[src/pcr_pkg.sv]
// constants for the pll, clock output and regulator control block
package pcr_pkg;

  // register indices; byte address is four times the index
  localparam logic [7:0] PCR_IDX_DEN_HI   = 8'h01;
  localparam logic [7:0] PCR_IDX_DEN_LO   = 8'h02;
  localparam logic [7:0] PCR_IDX_NUM_HI   = 8'h03;
  localparam logic [7:0] PCR_IDX_NUM_LO   = 8'h04;
  localparam logic [7:0] PCR_IDX_INT_CFG  = 8'h05;
  localparam logic [7:0] PCR_IDX_LOCK     = 8'h06;
  localparam logic [7:0] PCR_IDX_CLOCK_OUTPUT_PIN   = 8'h07;
  localparam logic [7:0] PCR_IDX_LDO      = 8'h08;
  localparam logic [7:0] PCR_IDX_IRQ_STAT = 8'h10;
  localparam logic [7:0] PCR_IDX_IRQ_CLR  = 8'h11;
  localparam logic [7:0] PCR_IDX_IRQ_EN   = 8'h12;
  localparam int         PCR_NUM_CFG      = 8;

  // reset values
  localparam logic [7:0] PCR_RST_BYTE = 8'h00;
  localparam logic [1:0] PCR_RST_IRQ  = 2'h0;

  // field positions
  localparam int PCR_MULT_MSB = 6;
  localparam int PCR_MULT_LSB = 3;
  localparam int PCR_DIV_MSB  = 2;
  localparam int PCR_DIV_LSB  = 1;
  localparam int PCR_TYPE_BIT = 0;
  localparam int PCR_LOCK_BIT = 0;
  localparam int PCR_RATE_MSB = 2;
  localparam int PCR_PD_BIT   = 2;
  localparam int PCR_VSEL_MSB = 1;

  // interrupt status bits
  localparam int PCR_IRQ_RISE = 0;
  localparam int PCR_IRQ_FALL = 1;
  localparam int PCR_IRQ_W    = 2;

  // clock output rate codes
  localparam logic [2:0] PCR_CLK_X2  = 3'h0;
  localparam logic [2:0] PCR_CLK_X1  = 3'h1;
  localparam logic [2:0] PCR_CLK_D2  = 3'h2;
  localparam logic [2:0] PCR_CLK_D4  = 3'h3;
  localparam logic [2:0] PCR_CLK_D8  = 3'h4;
  localparam logic [2:0] PCR_CLK_OFF = 3'h7;

  // reference ticks per half period, less one, for each rate code
  localparam logic [3:0] PCR_HALF_X2 = 4'h0;
  localparam logic [3:0] PCR_HALF_X1 = 4'h1;
  localparam logic [3:0] PCR_HALF_D2 = 4'h3;
  localparam logic [3:0] PCR_HALF_D4 = 4'h7;
  localparam logic [3:0] PCR_HALF_D8 = 4'hf;

  // ahb transfer type bit that marks an active transfer
  localparam int PCR_HTRANS_ACT = 1;

endpackage : pcr_pkg

[src/pcr_clock_output_pin_if.sv]
// link between the register block and the clock output divider
`timescale 1ns/1ps
interface pcr_clock_output_pin_if;
  logic [2:0] rate_code;
  logic       pdm_active;
  logic       ref_tick;
  logic       pin;

  modport ctl (output rate_code, output pdm_active, output ref_tick, input pin);
  modport gen (input rate_code, input pdm_active, input ref_tick, output pin);
endinterface : pcr_clock_output_pin_if

[src/pcr_clock_output_pin_gen.sv]
// clock output divider driven by a reference tick at four times master clock
`timescale 1ns/1ps
module pcr_clock_output_pin_gen
  import pcr_pkg::*;
(
  input  wire logic clk,
  input  wire logic nrst,
  pcr_clock_output_pin_if.gen lnk
);

  logic [3:0] cnt_q;
  logic [3:0] cnt_d;
  logic       pin_q;
  logic       pin_d;
  logic [3:0] term;
  logic       rate_ok;
  logic       fast_code;
  logic       run;
  logic       wrap;

  ////////////////////////////////////////////////////////////////////////////
  // half period select; codes 101, 110 and 111 all leave the pin low
  assign term = (lnk.rate_code == PCR_CLK_X2) ? PCR_HALF_X2 :
                (lnk.rate_code == PCR_CLK_X1) ? PCR_HALF_X1 :
                (lnk.rate_code == PCR_CLK_D2) ? PCR_HALF_D2 :
                (lnk.rate_code == PCR_CLK_D4) ? PCR_HALF_D4 : PCR_HALF_D8;
  assign rate_ok   = (lnk.rate_code <= PCR_CLK_D8);
  // the two fastest rates are not produced while pdm output runs
  assign fast_code = (lnk.rate_code <= PCR_CLK_X1);
  assign run       = rate_ok && !(lnk.pdm_active && fast_code);
  // compare with >= so a rate change to a shorter period never overruns
  assign wrap      = (cnt_q >= term);

  assign cnt_d = !run ? 4'h0 : !lnk.ref_tick ? cnt_q : wrap ? 4'h0 : cnt_q + 4'h1;
  assign pin_d = !run ? 1'b0 : (lnk.ref_tick && wrap) ? !pin_q : pin_q;

  // divider state
  always_ff @(posedge clk or negedge nrst) begin
    if (!nrst) begin
      cnt_q <= 4'h0;
      pin_q <= 1'b0;
    end else begin
      cnt_q <= cnt_d;
      pin_q <= pin_d;
    end
  end

  assign lnk.pin = pin_q;

  ////////////////////////////////////////////////////////////////////////////
  // checks
  off_code_low_a: assert property (
    @(posedge clk) disable iff (!nrst)
    (lnk.rate_code == PCR_CLK_OFF) [*2] |-> !lnk.pin)
    else $error("clock output not low for off code");

  undef_code_low_a: assert property (
    @(posedge clk) disable iff (!nrst)
    (lnk.rate_code == 3'h5 || lnk.rate_code == 3'h6) [*2] |-> !lnk.pin)
    else $error("clock output not low for undefined code");

  pdm_fast_low_a: assert property (
    @(posedge clk) disable iff (!nrst)
    (lnk.pdm_active && lnk.rate_code <= PCR_CLK_X1) [*2] |-> !lnk.pin)
    else $error("fast clock output active during pdm");

  x2_toggle_a: assert property (
    @(posedge clk) disable iff (!nrst)
    ((lnk.rate_code == PCR_CLK_X2 && !lnk.pdm_active) [*2] ##0 lnk.ref_tick)
    |=> (lnk.pin != $past(lnk.pin)))
    else $error("double rate output missed a toggle");

endmodule : pcr_clock_output_pin_gen

[src/pcr_ctrl.sv]
// pll, clock output and regulator control registers behind an ahb-lite slave
//
// Notes on behaviour
// - the denominator low byte is a read/write byte at index 0x02, reset to zero.
// - the numerator high byte sits at 0x03 and low byte at 0x04, read/write, reset zero.
// - the integer multiplier is bits 6..3, codes 2..8 valid, 0 and 1 reserved.
// - the pin clock predivider is bits 2..1, codes 0..3 divide by 1..4.
// - bit 0 of index 0x05 picks integer (0) or fractional (1) pll mode.
// - bit 0 of index 0x06 is a read-only lock flag, reset 0, writes ignored.
// - bits 2..0 of index 0x07 set the clock output pin frequency.
// - codes 0..4 give master clock x2, x1, /2, /4, /8; code 7 holds the pin low.
// - the two fastest clock output rates need not run while pdm output is on.
// - bit 2 of index 0x08 powers the ldo regulator down when set.
// - bits 1..0 of index 0x08 pick 1.2 V (00) or 1.1 V (01); 10 and 11 reserved.
`timescale 1ns/1ps
module pcr_ctrl
  import pcr_pkg::*;
(
  input  wire  logic        clk,
  input  wire  logic        nrst,
  input  wire  logic        hsel,
  input  wire  logic [31:0] haddr,
  input  wire  logic [1:0]  htrans,
  input  wire  logic        hwrite,
  input  wire  logic [2:0]  hsize,
  input  wire  logic [31:0] hwdata,
  input  wire  logic        hready,
  output logic        hreadyout,
  output logic [31:0] hrdata,
  output logic        hresp,
  input  wire  logic        pll_lock_in,
  input  wire  logic [1:0]  pulse_density_output_control,
  input  wire  logic        mclk_x4_tick,
  output logic [15:0] pll_denominator,
  output logic [15:0] pll_numerator,
  output logic [3:0]  pll_multiplier,
  output logic [1:0]  pll_predivide_code,
  output logic        pll_fractional,
  output logic        ldo_power_down,
  output logic [1:0]  ldo_voltage_select,
  output logic        multipurpose_clock_output_pin,
  output logic        irq
);

  ////////////////////////////////////////////////////////////////////////////
  // declarations

  logic [7:0]           cfg_q [PCR_NUM_CFG];
  logic [7:0]           cfg_d [PCR_NUM_CFG];
  logic                 wr_q;
  logic                 wr_d;
  logic [7:0]           idx_q;
  logic [7:0]           idx_d;
  logic [31:0]          rdata_q;
  logic [31:0]          rdata_d;
  logic [PCR_IRQ_W-1:0] stat_q;
  logic [PCR_IRQ_W-1:0] stat_d;
  logic [PCR_IRQ_W-1:0] ien_q;
  logic [PCR_IRQ_W-1:0] ien_d;
  logic                 addr_act;
  logic                 mapped;
  logic [7:0]           a_idx;
  logic                 wr_en;
  logic [7:0]           wbyte;
  logic [7:0]           rd_byte;
  logic                 lock_now;
  logic                 lock_rise;
  logic                 lock_fall;
  logic [PCR_IRQ_W-1:0] ev;
  logic [PCR_IRQ_W-1:0] clr;
  logic                 stat_rd;
  logic                 en_rd;
  logic [2:0]           rate_code;
  logic                 pdm_on;

  pcr_clock_output_pin_if clk_lnk ();

  ////////////////////////////////////////////////////////////////////////////
  // ahb-lite address phase decode; registers sit at four times their index
  assign addr_act = hsel && hready && htrans[PCR_HTRANS_ACT];
  assign mapped   = (haddr[31:10] == 22'h0) && (haddr[1:0] == 2'h0);
  assign a_idx    = mapped ? haddr[9:2] : 8'h00;

  // zero wait state slave, every answer is okay
  assign hreadyout = 1'b1;
  assign hresp     = 1'b0;
  assign hrdata    = rdata_q;

  // data phase write strobe; only the low byte lane is stored
  assign wr_d  = addr_act && hwrite;
  assign idx_d = addr_act ? a_idx : 8'h00;
  assign wr_en = wr_q;
  assign wbyte = hwdata[7:0];

  // address phase capture
  always_ff @(posedge clk or negedge nrst) begin
    if (!nrst) begin
      wr_q  <= 1'b0;
      idx_q <= 8'h00;
    end else begin
      wr_q  <= wr_d;
      idx_q <= idx_d;
    end
  end

  ////////////////////////////////////////////////////////////////////////////
  // configuration bytes, indices 1..8; lock bit comes from the pll, not the bus
  generate
    for (genvar k = 0; k < PCR_NUM_CFG; k++) begin : g_cfg
      localparam logic [7:0] IDX = 8'(k + 1);
      logic hit;
      logic bit0_w;
      assign hit = wr_en && (idx_q == IDX);
      assign bit0_w = hit ? wbyte[0] : cfg_q[k][0];
      if (IDX == PCR_IDX_LOCK) begin : g_lock
        // reserved bits stay writable, the flag tracks the pll only
        assign cfg_d[k] = {(hit ? wbyte[7:1] : cfg_q[k][7:1]), pll_lock_in};
      end else begin : g_plain
        assign cfg_d[k] = {(hit ? wbyte[7:1] : cfg_q[k][7:1]), bit0_w};
      end
    end
  endgenerate

  // configuration storage
  always_ff @(posedge clk or negedge nrst) begin
    if (!nrst) begin
      for (int i = 0; i < PCR_NUM_CFG; i++) begin
        cfg_q[i] <= PCR_RST_BYTE;
      end
    end else begin
      for (int i = 0; i < PCR_NUM_CFG; i++) begin
        cfg_q[i] <= cfg_d[i];
      end
    end
  end

  ////////////////////////////////////////////////////////////////////////////
  // pll settings; the block does not police writes while the pll runs,
  // so a mid-run write reaches the pll at once
  assign pll_denominator    = {cfg_q[PCR_IDX_DEN_HI - 1], cfg_q[PCR_IDX_DEN_LO - 1]};
  assign pll_numerator      = {cfg_q[PCR_IDX_NUM_HI - 1], cfg_q[PCR_IDX_NUM_LO - 1]};
  // reserved multiplier codes 0 and 1 are passed through unchanged
  assign pll_multiplier     = cfg_q[PCR_IDX_INT_CFG - 1][PCR_MULT_MSB:PCR_MULT_LSB];
  assign pll_predivide_code = cfg_q[PCR_IDX_INT_CFG - 1][PCR_DIV_MSB:PCR_DIV_LSB];
  assign pll_fractional     = cfg_q[PCR_IDX_INT_CFG - 1][PCR_TYPE_BIT];

  // regulator controls; reserved voltage codes are passed through
  assign ldo_power_down     = cfg_q[PCR_IDX_LDO - 1][PCR_PD_BIT];
  assign ldo_voltage_select = cfg_q[PCR_IDX_LDO - 1][PCR_VSEL_MSB:0];

  ////////////////////////////////////////////////////////////////////////////
  // clock output divider
  assign rate_code          = cfg_q[PCR_IDX_CLOCK_OUTPUT_PIN - 1][PCR_RATE_MSB:0];
  assign pdm_on             = (pulse_density_output_control != 2'h0);
  assign clk_lnk.rate_code  = rate_code;
  assign clk_lnk.pdm_active = pdm_on;
  assign clk_lnk.ref_tick   = mclk_x4_tick;
  assign multipurpose_clock_output_pin = clk_lnk.pin;

  pcr_clock_output_pin_gen u_clock_output_pin (
    .clk  (clk),
    .nrst (nrst),
    .lnk  (clk_lnk)
  );

  ////////////////////////////////////////////////////////////////////////////
  // lock edge events, sticky status, write-one-to-clear, enable mask
  assign lock_now  = cfg_q[PCR_IDX_LOCK - 1][PCR_LOCK_BIT];
  assign lock_rise = pll_lock_in && !lock_now;
  assign lock_fall = !pll_lock_in && lock_now;
  assign ev        = {lock_fall, lock_rise};
  assign clr       = (wr_en && idx_q == PCR_IDX_IRQ_CLR) ? wbyte[PCR_IRQ_W-1:0] : '0;
  // a new event in the clearing cycle wins over the clear
  assign stat_d    = (stat_q & ~clr) | ev;
  assign ien_d     = (wr_en && idx_q == PCR_IDX_IRQ_EN) ? wbyte[PCR_IRQ_W-1:0] : ien_q;
  assign irq       = |(stat_q & ien_q);

  // interrupt state
  always_ff @(posedge clk or negedge nrst) begin
    if (!nrst) begin
      stat_q <= PCR_RST_IRQ;
      ien_q  <= PCR_RST_IRQ;
    end else begin
      stat_q <= stat_d;
      ien_q  <= ien_d;
    end
  end

  ////////////////////////////////////////////////////////////////////////////
  // read mux in the address phase so hrdata comes from a flop in data phase;
  // unmapped and write-only addresses read zero
  assign stat_rd = (a_idx == PCR_IDX_IRQ_STAT);
  assign en_rd   = (a_idx == PCR_IDX_IRQ_EN);
  assign rd_byte = (a_idx >= PCR_IDX_DEN_HI && a_idx <= PCR_IDX_LDO) ?
                     cfg_q[3'(a_idx - 8'h01)] :
                   stat_rd ? {6'h00, stat_q} :
                   en_rd   ? {6'h00, ien_q}  : 8'h00;
  assign rdata_d = (addr_act && !hwrite) ? {24'h000000, rd_byte} : rdata_q;

  // read data register
  always_ff @(posedge clk or negedge nrst) begin
    if (!nrst) begin
      rdata_q <= 32'h00000000;
    end else begin
      rdata_q <= rdata_d;
    end
  end

  ////////////////////////////////////////////////////////////////////////////
  // checks

  den_lo_write_a: assert property (
    @(posedge clk) disable iff (!nrst)
    (wr_en && idx_q == PCR_IDX_DEN_LO)
    |=> (pll_denominator[7:0] == $past(hwdata[7:0])))
    else $error("denominator low byte not written");

  num_write_a: assert property (
    @(posedge clk) disable iff (!nrst)
    (wr_en && idx_q == PCR_IDX_NUM_HI)
    |=> (pll_numerator[15:8] == $past(hwdata[7:0]))
        ##1 ((pll_numerator[15:8] == $past(hwdata[7:0], 2))
             || $past(wr_en && idx_q == PCR_IDX_NUM_HI)))
    else $error("numerator high byte not written or not held");

  num_lo_write_a: assert property (
    @(posedge clk) disable iff (!nrst)
    (wr_en && idx_q == PCR_IDX_NUM_LO)
    |=> (pll_numerator[7:0] == $past(hwdata[7:0])))
    else $error("numerator low byte not written");

  int_cfg_fields_a: assert property (
    @(posedge clk) disable iff (!nrst)
    (wr_en && idx_q == PCR_IDX_INT_CFG)
    |=> (pll_multiplier == $past(hwdata[6:3])
         && pll_predivide_code == $past(hwdata[2:1])
         && pll_fractional == $past(hwdata[0])))
    else $error("integer setting fields wrong");

  lock_flag_a: assert property (
    @(posedge clk) disable iff (!nrst)
    ##1 (lock_now == $past(pll_lock_in)))
    else $error("lock flag does not follow pll");

  lock_read_a: assert property (
    @(posedge clk) disable iff (!nrst)
    (addr_act && !hwrite && a_idx == PCR_IDX_LOCK)
    |=> (hrdata[0] == $past(pll_lock_in, 2) && hrdata[31:8] == 24'h000000))
    else $error("lock flag read back wrong");

  ldo_control_a: assert property (
    @(posedge clk) disable iff (!nrst)
    (wr_en && idx_q == PCR_IDX_LDO)
    |=> (ldo_power_down == $past(hwdata[2])
         && ldo_voltage_select == $past(hwdata[1:0])))
    else $error("regulator control not written");

  rate_code_a: assert property (
    @(posedge clk) disable iff (!nrst)
    (wr_en && idx_q == PCR_IDX_CLOCK_OUTPUT_PIN)
    |=> (clk_lnk.rate_code == $past(hwdata[2:0])))
    else $error("clock output code not written");

  rise_sets_irq_a: assert property (
    @(posedge clk) disable iff (!nrst)
    (lock_rise && ien_q[PCR_IRQ_RISE] && !(wr_en && idx_q == PCR_IDX_IRQ_EN))
    |=> irq)
    else $error("lock rise did not raise interrupt");

  // zero wait states and an okay response on every cycle
  bus_okay_a: assert property (
    @(posedge clk) disable iff (!nrst)
    hreadyout && !hresp)
    else $error("slave stalled or answered with an error");

  // read data stands until the next read address phase
  rdata_hold_a: assert property (
    @(posedge clk) disable iff (!nrst)
    !(addr_act && !hwrite) |=> $stable(hrdata))
    else $error("read data changed without a read");

  // addresses past the enable register and the clear register read zero
  spare_read_zero_a: assert property (
    @(posedge clk) disable iff (!nrst)
    (addr_act && !hwrite && a_idx > PCR_IDX_IRQ_EN) |=> (hrdata == 32'h00000000))
    else $error("unused address did not read zero");

  clr_read_zero_a: assert property (
    @(posedge clk) disable iff (!nrst)
    (addr_act && !hwrite && a_idx == PCR_IDX_IRQ_CLR) |=> (hrdata == 32'h00000000))
    else $error("clear register did not read zero");

  // configuration outputs move only on a write to their own index
  den_hold_a: assert property (
    @(posedge clk) disable iff (!nrst)
    !(wr_en && (idx_q == PCR_IDX_DEN_HI || idx_q == PCR_IDX_DEN_LO))
    |=> $stable(pll_denominator))
    else $error("denominator changed without a write");

  num_hold_a: assert property (
    @(posedge clk) disable iff (!nrst)
    !(wr_en && (idx_q == PCR_IDX_NUM_HI || idx_q == PCR_IDX_NUM_LO))
    |=> $stable(pll_numerator))
    else $error("numerator changed without a write");

  int_cfg_hold_a: assert property (
    @(posedge clk) disable iff (!nrst)
    !(wr_en && idx_q == PCR_IDX_INT_CFG)
    |=> $stable({pll_multiplier, pll_predivide_code, pll_fractional}))
    else $error("integer settings changed without a write");

  ldo_hold_a: assert property (
    @(posedge clk) disable iff (!nrst)
    !(wr_en && idx_q == PCR_IDX_LDO)
    |=> $stable({ldo_power_down, ldo_voltage_select}))
    else $error("regulator control changed without a write");

  rate_hold_a: assert property (
    @(posedge clk) disable iff (!nrst)
    !(wr_en && idx_q == PCR_IDX_CLOCK_OUTPUT_PIN)
    |=> $stable(clk_lnk.rate_code))
    else $error("clock output code changed without a write");

  // status bits stay set until cleared, and an event always sets its bit
  stat_sticky_a: assert property (
    @(posedge clk) disable iff (!nrst)
    ##1 (($past(stat_q & ~clr) & ~stat_q) == '0))
    else $error("status bit lost without a clear");

  ev_sets_stat_a: assert property (
    @(posedge clk) disable iff (!nrst)
    ##1 (($past(ev) & ~stat_q) == '0))
    else $error("lock event did not set its status bit");

  ien_write_a: assert property (
    @(posedge clk) disable iff (!nrst)
    (wr_en && idx_q == PCR_IDX_IRQ_EN) |=> (ien_q == $past(wbyte[PCR_IRQ_W-1:0])))
    else $error("interrupt enable not written");

endmodule : pcr_ctrl

[config.mk]
export PLATFORM = sky130hd
export DESIGN_NAME = pcr_ctrl
export DESIGN_NICKNAME = d
export VERILOG_FILES = /design/src/pcr_pkg.sv /design/src/pcr_clock_output_pin_if.sv /design/src/pcr_clock_output_pin_gen.sv /design/src/pcr_ctrl.sv
export SDC_FILE = /design/constraint.sdc
export NUM_CORES = 1
export LEC_CHECK = 0
export ABC_AREA = 1
export BUFFER_PORTS_ARGS = -buffer_cell sky130_fd_sc_hd__buf_2
export CAP_MARGIN = 15
export CORE_MARGIN = 2
export CORE_UTILIZATION = 45
export CTS_BUF_LIST = sky130_fd_sc_hd__clkbuf_16
export CTS_CLUSTER_DIAMETER = 50
export DETAILED_ROUTE_END_ITERATION = 8
export PLACE_DENSITY = 0.79
export RECOVER_POWER = 25
export SETUP_SLACK_MARGIN = 0.1
export SYNTH_ARGS = -nofsm -noshare
export SYNTH_HDL_FRONTEND = slang
export SYNTH_SLANG_ARGS = --single-unit
[constraint.sdc]
create_clock -name clk -period 5.2 [get_ports clk]
set_clock_uncertainty 0.1 [all_clocks]
set_input_delay 1.04 -clock clk [delete_from_list [all_inputs] [get_ports clk]]
set_output_delay 1.04 -clock clk [all_outputs]
set_load 0.02 [all_outputs]
# ---- After elaboration in Yosys (flattened, before gate mapping)
# Cells that the tools add are included.
dict set report word_totals {
  out_inout_bits 78
  register_bits 90
  word_cells 95
}
dict set report op_classes {
  order_cmp 6
  add_sub_neg 2
  muxes 18
  reduce_logical 31
  eq_ne 17
  n_bitwise 5
}
# cell count
set op_table {}
lappend op_table {{$mux W8} 5}
lappend op_table {{$eq A8 B3 Y1 const B} 4}
lappend op_table {{$eq A8 B5 Y1 const B} 4}
lappend op_table {{$mux W4} 7}
lappend op_table {{$bmux W8 S3} 1}
lappend op_table {{$logic_not A22 Y1} 1}
lappend op_table {{$logic_and A1 B1 Y1} 21}
lappend op_table {{$eq A8 B2 Y1 const B} 2}
lappend op_table {{$eq A8 B1 Y1 const B} 1}
lappend op_table {{$eq A8 B4 Y1 const B} 1}
lappend op_table {{$ge A8 B1 Y1 const B} 1}
lappend op_table {{$le A8 B4 Y1 const B} 1}
lappend op_table {{$eq A3 B2 Y1 const B} 2}
lappend op_table {{$mux W2} 3}
lappend op_table {{$logic_not A1 Y1} 5}
lappend op_table {{$add A4 B1 Y4 const B} 1}
lappend op_table {{$and A2 B2 Y2} 2}
lappend op_table {{$ge A4 B4 Y1} 1}
lappend op_table {{$ge A4 B4 Y1 const B} 1}
lappend op_table {{$ne A2 B2 Y1 const B} 2}
lappend op_table {{$not A3 Y4} 1}
lappend op_table {{$eq A3 B1 Y1 const B} 1}
lappend op_table {{$le A3 B1 Y1 const B} 1}
lappend op_table {{$le A3 B3 Y1 const B} 1}
lappend op_table {{other kinds (8)} 9}

# ---- Logic depth before layout (Yosys ltp)
# Gate-level depths: netlist of run 1.
dict set report logic_depth {
  ltp_word 9
  ltp_mapped 16
}

# ---- Cells and area by module
# A second synthesis of run 1 with hierarchy kept.
dict set report unflattened {
  cells_unflattened 656
  hier_area_um2 5116.2
}
# mod instances seq_area_each_um2 area_per_inst_um2 cells_each
set by_module_without_submodules {}
lappend by_module_without_submodules {pcr_ctrl 1 2127.0 4674.5 600}
lappend by_module_without_submodules {pcr_clock_output_pin_gen 1 125.1 441.7 56}

# ---- Least setup slack after synthesis of run 1
# OpenSTA, ideal clock, no wires.
dict set report synth_path {
  kind {input port to flip-flop}
  start {input haddr[25]}
  end {register rdata_q[4] (netlist: hrdata[4])}
  n_path_buf 3
  t_required_ns 4.984
  path_stages 15
  setup_slack_ns 2.107
  arrival_time_ns 2.877
  path_cell_list {nor2_1 nand2_1 nor2_2 nand3_2 nor2_2 buf_4 ha_1 clkbuf_1 inv_1 clkbuf_1 nand3_1 nand3_1 nand2_1 nand2_1 nand2_1}
}
dict set report synth_between {
  elab_chain_len 9
  elab_cells_between_ends 12
  cone_classes {add/sub: 1; order compare: 2; mux: 5; bitwise: 1; reduce/logical: 3}
}
# element line_no
set synth_rtl {}
lappend synth_rtl {{start, declared} pcr_ctrl.sv:22} ;# input wire logic [31:0] haddr,
lappend synth_rtl {{$logic_not A22 Y1 *} pcr_ctrl.sv:81} ;# assign mapped = (haddr[31:10] == 22'h0) && (haddr[1:0] == 2'h0);
lappend synth_rtl {{$logic_and A1 B1 Y1 *} pcr_ctrl.sv:81}
lappend synth_rtl {{$mux W8 *} pcr_ctrl.sv:82} ;# assign a_idx = mapped ? haddr[9:2] : 8'h00;
lappend synth_rtl {{$sub A3 B1 Y3} pcr_ctrl.sv:195} ;# cfg_q[3'(a_idx - 8'h01)] :
lappend synth_rtl {{$not A3 Y4 (implied by the code)} pcr_ctrl.sv:195}
lappend synth_rtl {{$bmux W8 S3} pcr_ctrl.sv:195}
lappend synth_rtl {{$mux W8 (implied by the code) (2 in a row)} pcr_ctrl.sv:195}
lappend synth_rtl {{$mux W8 *} pcr_ctrl.sv:194} ;# assign rd_byte = (a_idx >= PCR_IDX_DEN_HI && a_idx <= PCR_IDX_LDO) ?
lappend synth_rtl {{end signal, assigned} pcr_ctrl.sv:205} ;# rdata_q <= rdata_d;
lappend synth_rtl {{end, declared} pcr_ctrl.sv:54} ;# logic [31:0] rdata_q;
# Every way passes the cells marked *; elsewhere a longest branch is shown, timed or not. The select of a mux whose other input is x is not followed.
# A chain may end at the register's enable or synchronous reset.

# ---- Worst setup path after layout of run 1
dict set report layout_path {
  start {input haddr[27]}
  end {register rdata_q[6] (netlist: hrdata[6])}
}
# Same word-level chain as after synthesis.

==> results of run 1 <==
[power by group]
group	total [mW]	switching, mW	internal [mW]
registers	0.705	0.00176	0.704
logic	0.0789	0.0591	0.0198
clock network	0.697	0.276	0.421
total	1.48	0.337	1.14
[cell usage in the layout, fill, tap and decap left out, types with 2 or more instances in the layout]
cell type,instances
a21oi_1,8
nand4_1,2
bufinv_16,2
nand2_1,175
nor2_2,4
nand2_4,2
inv_2,2
buf_2,99
nor3_1,11
o21ai_1,51
nor2_1,39
nand2_2,2
clkinv_2,2
dfrtp_1,90
conb_1,26
buf_4,3
clkbuf_16,9
clkbuf_1,2
inv_1,55
o211ai_1,2
o21ai_0,27
nand3_1,57
ha_1,8
inv_6,2
[final cells by class]
cell class	instances	area, µm²	area share (%)
Clock inverter	6	90.1	1.65
Multi-Input combinational cell	426	1980	36.2
Tap cell	140	175	3.21
Inverter	58	219	4.01
Clock buffer	9	225	4.12
Sequential cell	90	2250	41.2
Timing Repair Buffer	104	526	9.62
[final timing paths]
path | slack (ns) | cells after the start | end
max in group asynchronous | 2.12 | 2 | cfg_q[18]
worst min-delay path | 0.39 | 2 | hrdata[7]
worst min register to register | 0.39 | 2 | hrdata[7]
worst max register to register | 3.06 | 5 | cfg_q[5]
min in group asynchronous | 1.25 | 1 | cfg_q[13]
worst max-delay path | 1.62 | 16 | hrdata[6]
[metrics by stage]
| stage | total power, mW | cell area, µm² | hold WS [ns] | std cells | setup slack (ns) |
|---|---|---|---|---|---|
| final | 1.48 | 5460 | 0.386 | 833 | 1.62 |
| after global routing | 1.53 | 5460 | 0.406 | 833 | 1.32 |
| after CTS | 1.49 | 5500 | 0.386 | 833 | 1.86 |
| after detailed placement | 0.799 | 5180 | 0.371 | 818 | 1.50 |
| after global placement | 0.798 | 5180 | 0.370 | 818 | 1.54 |
| after floorplan | 0.770 | 5070 | 0.359 | 658 | 2.11 |
[registers in the layout, indices dropped and copies added (netlist names)]
name / cells
ldo_voltage_select: 2
pll_multiplier: 4
pll_predivide_code: 2
idx_q: 8
cfg_q: 22
hrdata: 8
pll_numerator: 16
ien_q: 2
u_clock_output_pin.cnt_q: 4
u_clock_output_pin.lnk.pin: 1
pll_denominator: 16
wr_en: 1
stat_q: 2
ldo_power_down: 1
pll_fractional: 1
[critical path, cell delays in order]
cell	delay (ns)
buf_2	0.10
nor2_1	0.09
nand2_1	0.06
nor2_2	0.14
nand3_1	0.39
nor2_2	0.18
buf_4	0.35
ha_1	0.32
inv_1	0.45
nor2_1	0.10
o21ai_1	0.09
nand2_1	0.07
nand2_1	0.06
nand2_1	0.11
nand2_1	0.10
nand2_1	0.05
[logic make-up after synthesis]
group                      synth area share [%]
DFF                                        45.2
adders and majority gates                  2.01
and+or+nand+nor                            26.0
buffers and inverters                      16.4
AOI/OAI and AO/OA                          9.86
xor gates and xnor gates                  0.351
other                                     0.151
[routing by layer]
layer	wire length (µm)	track usage, %
met5	0	0
met2	5690	34.5
met1	5160	28.8
met3	840	4.66
met4	141	4.70
==> flow_summary_export.csv, run 1 <==
group,metric,value,unit
floorplanning,die_h,109,µm
finish,syn2layout_area_growth,9.61,%
logic_synthesis,ys_top_cells_by_area,"dfrtp_1, nand2_1, buf_4",
logic_synthesis,seq_area_frac_synth,45.2,%
worst_setup_path,path_max_fanout,31,
logic_synthesis,netlist.area_leader.share,45.2,%
placed_design,dp_hpwl,8.38,mm
logic_synthesis,synth_area,0.00498,mm²
logic_synthesis,synthTopCellsByCount,"nand2_1, dfrtp_1, buf_4",
worst_setup_path,startpoint,"haddr[27]",
grt,antenna_found_initial,0,
power,powerDensity,271,mW/mm²
logic_synthesis,syn_area_per_cell,7.86,µm²
cts,clk_pin_slew,0.06,ns
power,cellLeakagePower,2.97,nW
route,wire_per_inst,14.2,µm
grt,track_usage,21.1,%
cts,cts_hold_buf,0,
floorplanning,die-area,0.0119,mm²
finish,final_util,50.4,%
worst_setup_path,critPathLaunchType,"input pin",
cts,numCtsBuffers,9,
cts,cts_resized,0,
logic_synthesis,synth_ff_type,"dfrtp_1",
sta,worst_pin_slew,2.23,ns
worst_setup_path,worstSetupEndpointType,"flop",
logic_synthesis,yosys.area.top_type,"dfrtp_1",
sta,finalCritPeriodShare,68.9,%
route,ant_nets,0,
logic_synthesis,synth_cells,634,
sta,timing.fmax,279,MHz
sta,drv_slew,42,
route,via_count,4168,
logic_synthesis,synth_seq_cells,90,
run_status,status,"complete, but fails checks",
route,drt_iter0_drc,210,
floorplanning,die_width,109,µm
min_path,hold_start,"hrdata[7]",
finish,nets,775,
worst_setup_path,r2r-start,"idx_q[7]",
grt,grt_pass1_vias,3942,
route,viasPerCell,5.00,
logic_synthesis,synth-async-reset-ratio,100,%
sta,hold_viol,0,
route,drtPass1Iterations,4,
route,drcViolationCount,0,
cts,cts_root_buf,"clkbuf_16",
logic_synthesis,synth-edff-count,0,
finish,drive_above_1_share,19.2,%
sta,max-slew-margin-rel,-48.4,%
grt,grt_pass1_wl,19.5,mm
worst_setup_path,cp_data_required_time,5.33,ns
route,totalWireLength,11.8,mm
sta,setup_violations,0,
placed_design,portBuffers,101,
logic_synthesis,yosysWarnings,0,
sta,fin_crit,3.58,ns
placed_design,place_congestion,0.840,
cts,cts.htree.levels,3,
cts,cts_max_path_buffers,2,
sta,rsz0062_at_grt,"false",
cts,cts_setup_buffers,0,
logic_synthesis,synth.most_common_cell,"nand2_1",
grt,grt_overflow,0,
flow_run,drv_cap,1,
power,vdd_drop_max,173,µV
floorplanning,core_area,0.0108,mm²
min_path,hp-class,"flop to flop",
worst_setup_path,critPathKind,"input pin to flop",
floorplanning,ios,156,
finish,diodes,0,
worst_setup_path,cp.arrival,3.71,ns
floorplanning,initial_core_util,46.0,%
cts,cts_tree,"done",
grt,grt_max_degree,51,
cts,clk_latency,0.34,ns
cts,cts_sinks,90,
finish,fill_cells,1074,
sta,finalSetupTns,0,ns
floorplanning,rows,38,
run_status,violations,"capacitance limit, slew limit",
logic_synthesis,synth_cell_types,36,
(Power assumes the default switching activity.)
==> inputs of run 2 (changes only) <==
==> constraint.sdc (replaced) <==
create_clock -name clk -period 3.4 [get_ports clk]
set_clock_uncertainty 0.1 [all_clocks]
set_input_delay 0.68 -clock clk [delete_from_list [all_inputs] [get_ports clk]]
set_output_delay 0.68 -clock clk [all_outputs]
set_load 0.02 [all_outputs]
==> flow_summary_export.csv, run 2 (synthesis results as in run 1) <==
group,metric,value,unit
worst_setup_path,path_max_fanout,16,
floorplanning,die-area,0.0119,mm²
cts,cts_resized,0,
sta,drv_slew,91,
floorplanning,die_h,109,µm
sta,setup_violations,0,
sta,max-slew-margin-rel,-44.4,%
power,p_int,1.67,mW
sta,hold_viol,0,
floorplanning,initial_core_util,46.0,%
worst_setup_path,critPathLaunchType,"input pin",
cts,cts_max_path_buffers,2,
sta,fin_crit,2.68,ns
grt,antenna_found_initial,0,
worst_setup_path,slowest_delay,0.42,ns
finish,fill_cells,1054,
floorplanning,rows,38,
cts,clk_latency,0.34,ns
min_path,hp-class,"flop to flop",
placed_design,dp_hpwl,8.13,mm
sta,timing.fmax,374,MHz
worst_setup_path,cp.arrival,2.85,ns
grt,grt_pass1_wl,19.2,mm
cts,cts.htree.levels,3,
power,cellLeakagePower,3.00,nW
grt,grt_pass1_vias,3926,
worst_setup_path,cp_cell_sequence,"buf_2 > nor2_1 > nand2_1 > nor2_2 > nand2_2 > nor2_8 > nand2_1 > ha_1 > inv_1 > o211ai_1 > nand2_1 > nand2_1 > nand2_1 > nand2_1 > nand2_1",
power,powerDensity,398,mW/mm²
worst_setup_path,worstSetupEndpointType,"flop",
sta,worst_slack,0.724,ns
cts,cts_sinks,90,
sta,rsz0062_at_grt,"false",
sta,hold_slack,0.374,ns
grt,track_usage,20.8,%
route,highest_layer,"met4",
placed_design,portBuffers,101,
finish,layout_commonest_cell,"nand2_1",
placed_design,place_ws,0.410,ns
route,wl_met2,5.39,mm
route,dr_wl_met3,783,µm
placed_design,place_congestion,0.846,
floorplanning,ios,156,
route,totalWireLength,11.4,mm
floorplanning,core_area,0.0108,mm²
route,drt_iter0_drc,235,
floorplanning,die_width,109,µm
sta,finalSetupTns,0,ns
sta,finalCritPeriodShare,78.7,%
power,vdd_drop_max,272,µV
finish,final_cell_mix,"nand2_1, buf_2, dfrtp_1",
worst_setup_path,crit_buf_inv,2,
route,drcViolationCount,0,
route,ant_nets,0,
power,netSwitchingPower,506,µW
cts,cts_setup_buffers,0,
cts,numCtsBuffers,9,
sta,worst_pin_slew,2.17,ns
power,sw_frac_of_total,23.2,%
route,viasPerCell,4.92,
finish,nets,776,
finish,drive_above_1_share,19.9,%
cts,clk_pin_slew,0.06,ns
finish,largest_reg_flops,22,
finish,top_register,"cfg_q",
route,via_count,4110,
run_status,violations,"capacitance limit, slew limit",
run_status,status,"complete, but fails checks",
route,wirelength_met1,5.05,mm
power,p_seq_share,49.5,%
worst_setup_path,cp_common_cell,"nand2_1",
worst_setup_path,critical-path-top-delay-family,"simple AND/OR/NAND/NOR gates",
route,wire_per_inst,13.7,µm
grt,grt_max_degree,91,
worst_setup_path,cp_data_required_time,3.58,ns
cts,cts_tree,"done",
flow_run,drv_cap,1,
worst_setup_path,cp_slowest_cell,"inv_1",
power,comb_power_share,5.5,%
power,p_clk_share,45.0,%
cts,cts_hold_buf,0,
grt,grt_overflow,0,
finish,diodes,0,
worst_setup_path,critPathKind,"input pin to flop",
finish,syn2layout_area_growth,9.89,%
cts,cts_root_buf,"clkbuf_16",
route,drtPass1Iterations,5,
[run 2: cell count changes in the layout (fill, tap and decap cells not counted), sizes merged]
cell,change
bufinv,-1
clkbuf,+1
clkinv,+2
[run 2: worst reg2reg max path: cells and delay by family (launching register included)]
family / cells / cell delay, ns
AO/OA/AOI/OAI: 1 / 0.10
flip-flops: 1 / 0.36
AND/OR/NAND/NOR: 5 / 1.38
[run 2: power groups by stage]
| stage | clock network (mW) | logic [mW] | registers [mW] |
|---|---|---|---|
| final | 0.982 | 0.120 | 1.08 |
| after global routing | 1.05 | 0.137 | 1.08 |
| after CTS | 0.997 | 0.125 | 1.08 |
| after detailed placement | 0 | 0.125 | 1.10 |
| after global placement | 0 | 0.125 | 1.10 |
| after floorplan | 0 | 0.0730 | 1.10 |
[run 2: worst paths after layout]
path                            startpoint        end  slack (ns)  cells past startpoint
worst max-delay path             haddr[25]  hrdata[6]        0.72                     15
worst min-delay path             hrdata[2]  hrdata[2]        0.37                      2
worst max register to register    idx_q[7]   cfg_q[7]        1.33                      6
worst min register to register   hrdata[2]  hrdata[2]        0.37                      2
max in group asynchronous             nrst  stat_q[1]        0.95                      2
min in group asynchronous             nrst  cfg_q[13]        0.97                      2
[run 2: final cells by class]
type,count,area (µm²),area share (%)
clock buffer,9,225,4.11
clock inverter,7,68.8,1.26
inverter,58,219,4.00
multi-input combinational,426,2000,36.6
sequential,90,2250,41.1
tap,140,175,3.20
timing repair buffer,105,534,9.75
[run 2: layer usage]
metal,vias to the layer above,GRT usage [%]
li1,2058,-
met1,1889,28.4
met2,143,33.2
met3,20,4.60
met4,0,6.24
met5,-,0
[run 2: stage by stage]
stage | util (%) | power [mW] | area [µm²] | cells
final | 50.5 | 2.18 | 5480 | 835
after global routing | 50.5 | 2.26 | 5480 | 835
after CTS | 50.7 | 2.20 | 5490 | 835
after detailed placement | 48.0 | 1.22 | 5200 | 819
after global placement | 48.0 | 1.22 | 5200 | 819
after floorplan | - | 1.18 | 5070 | 658
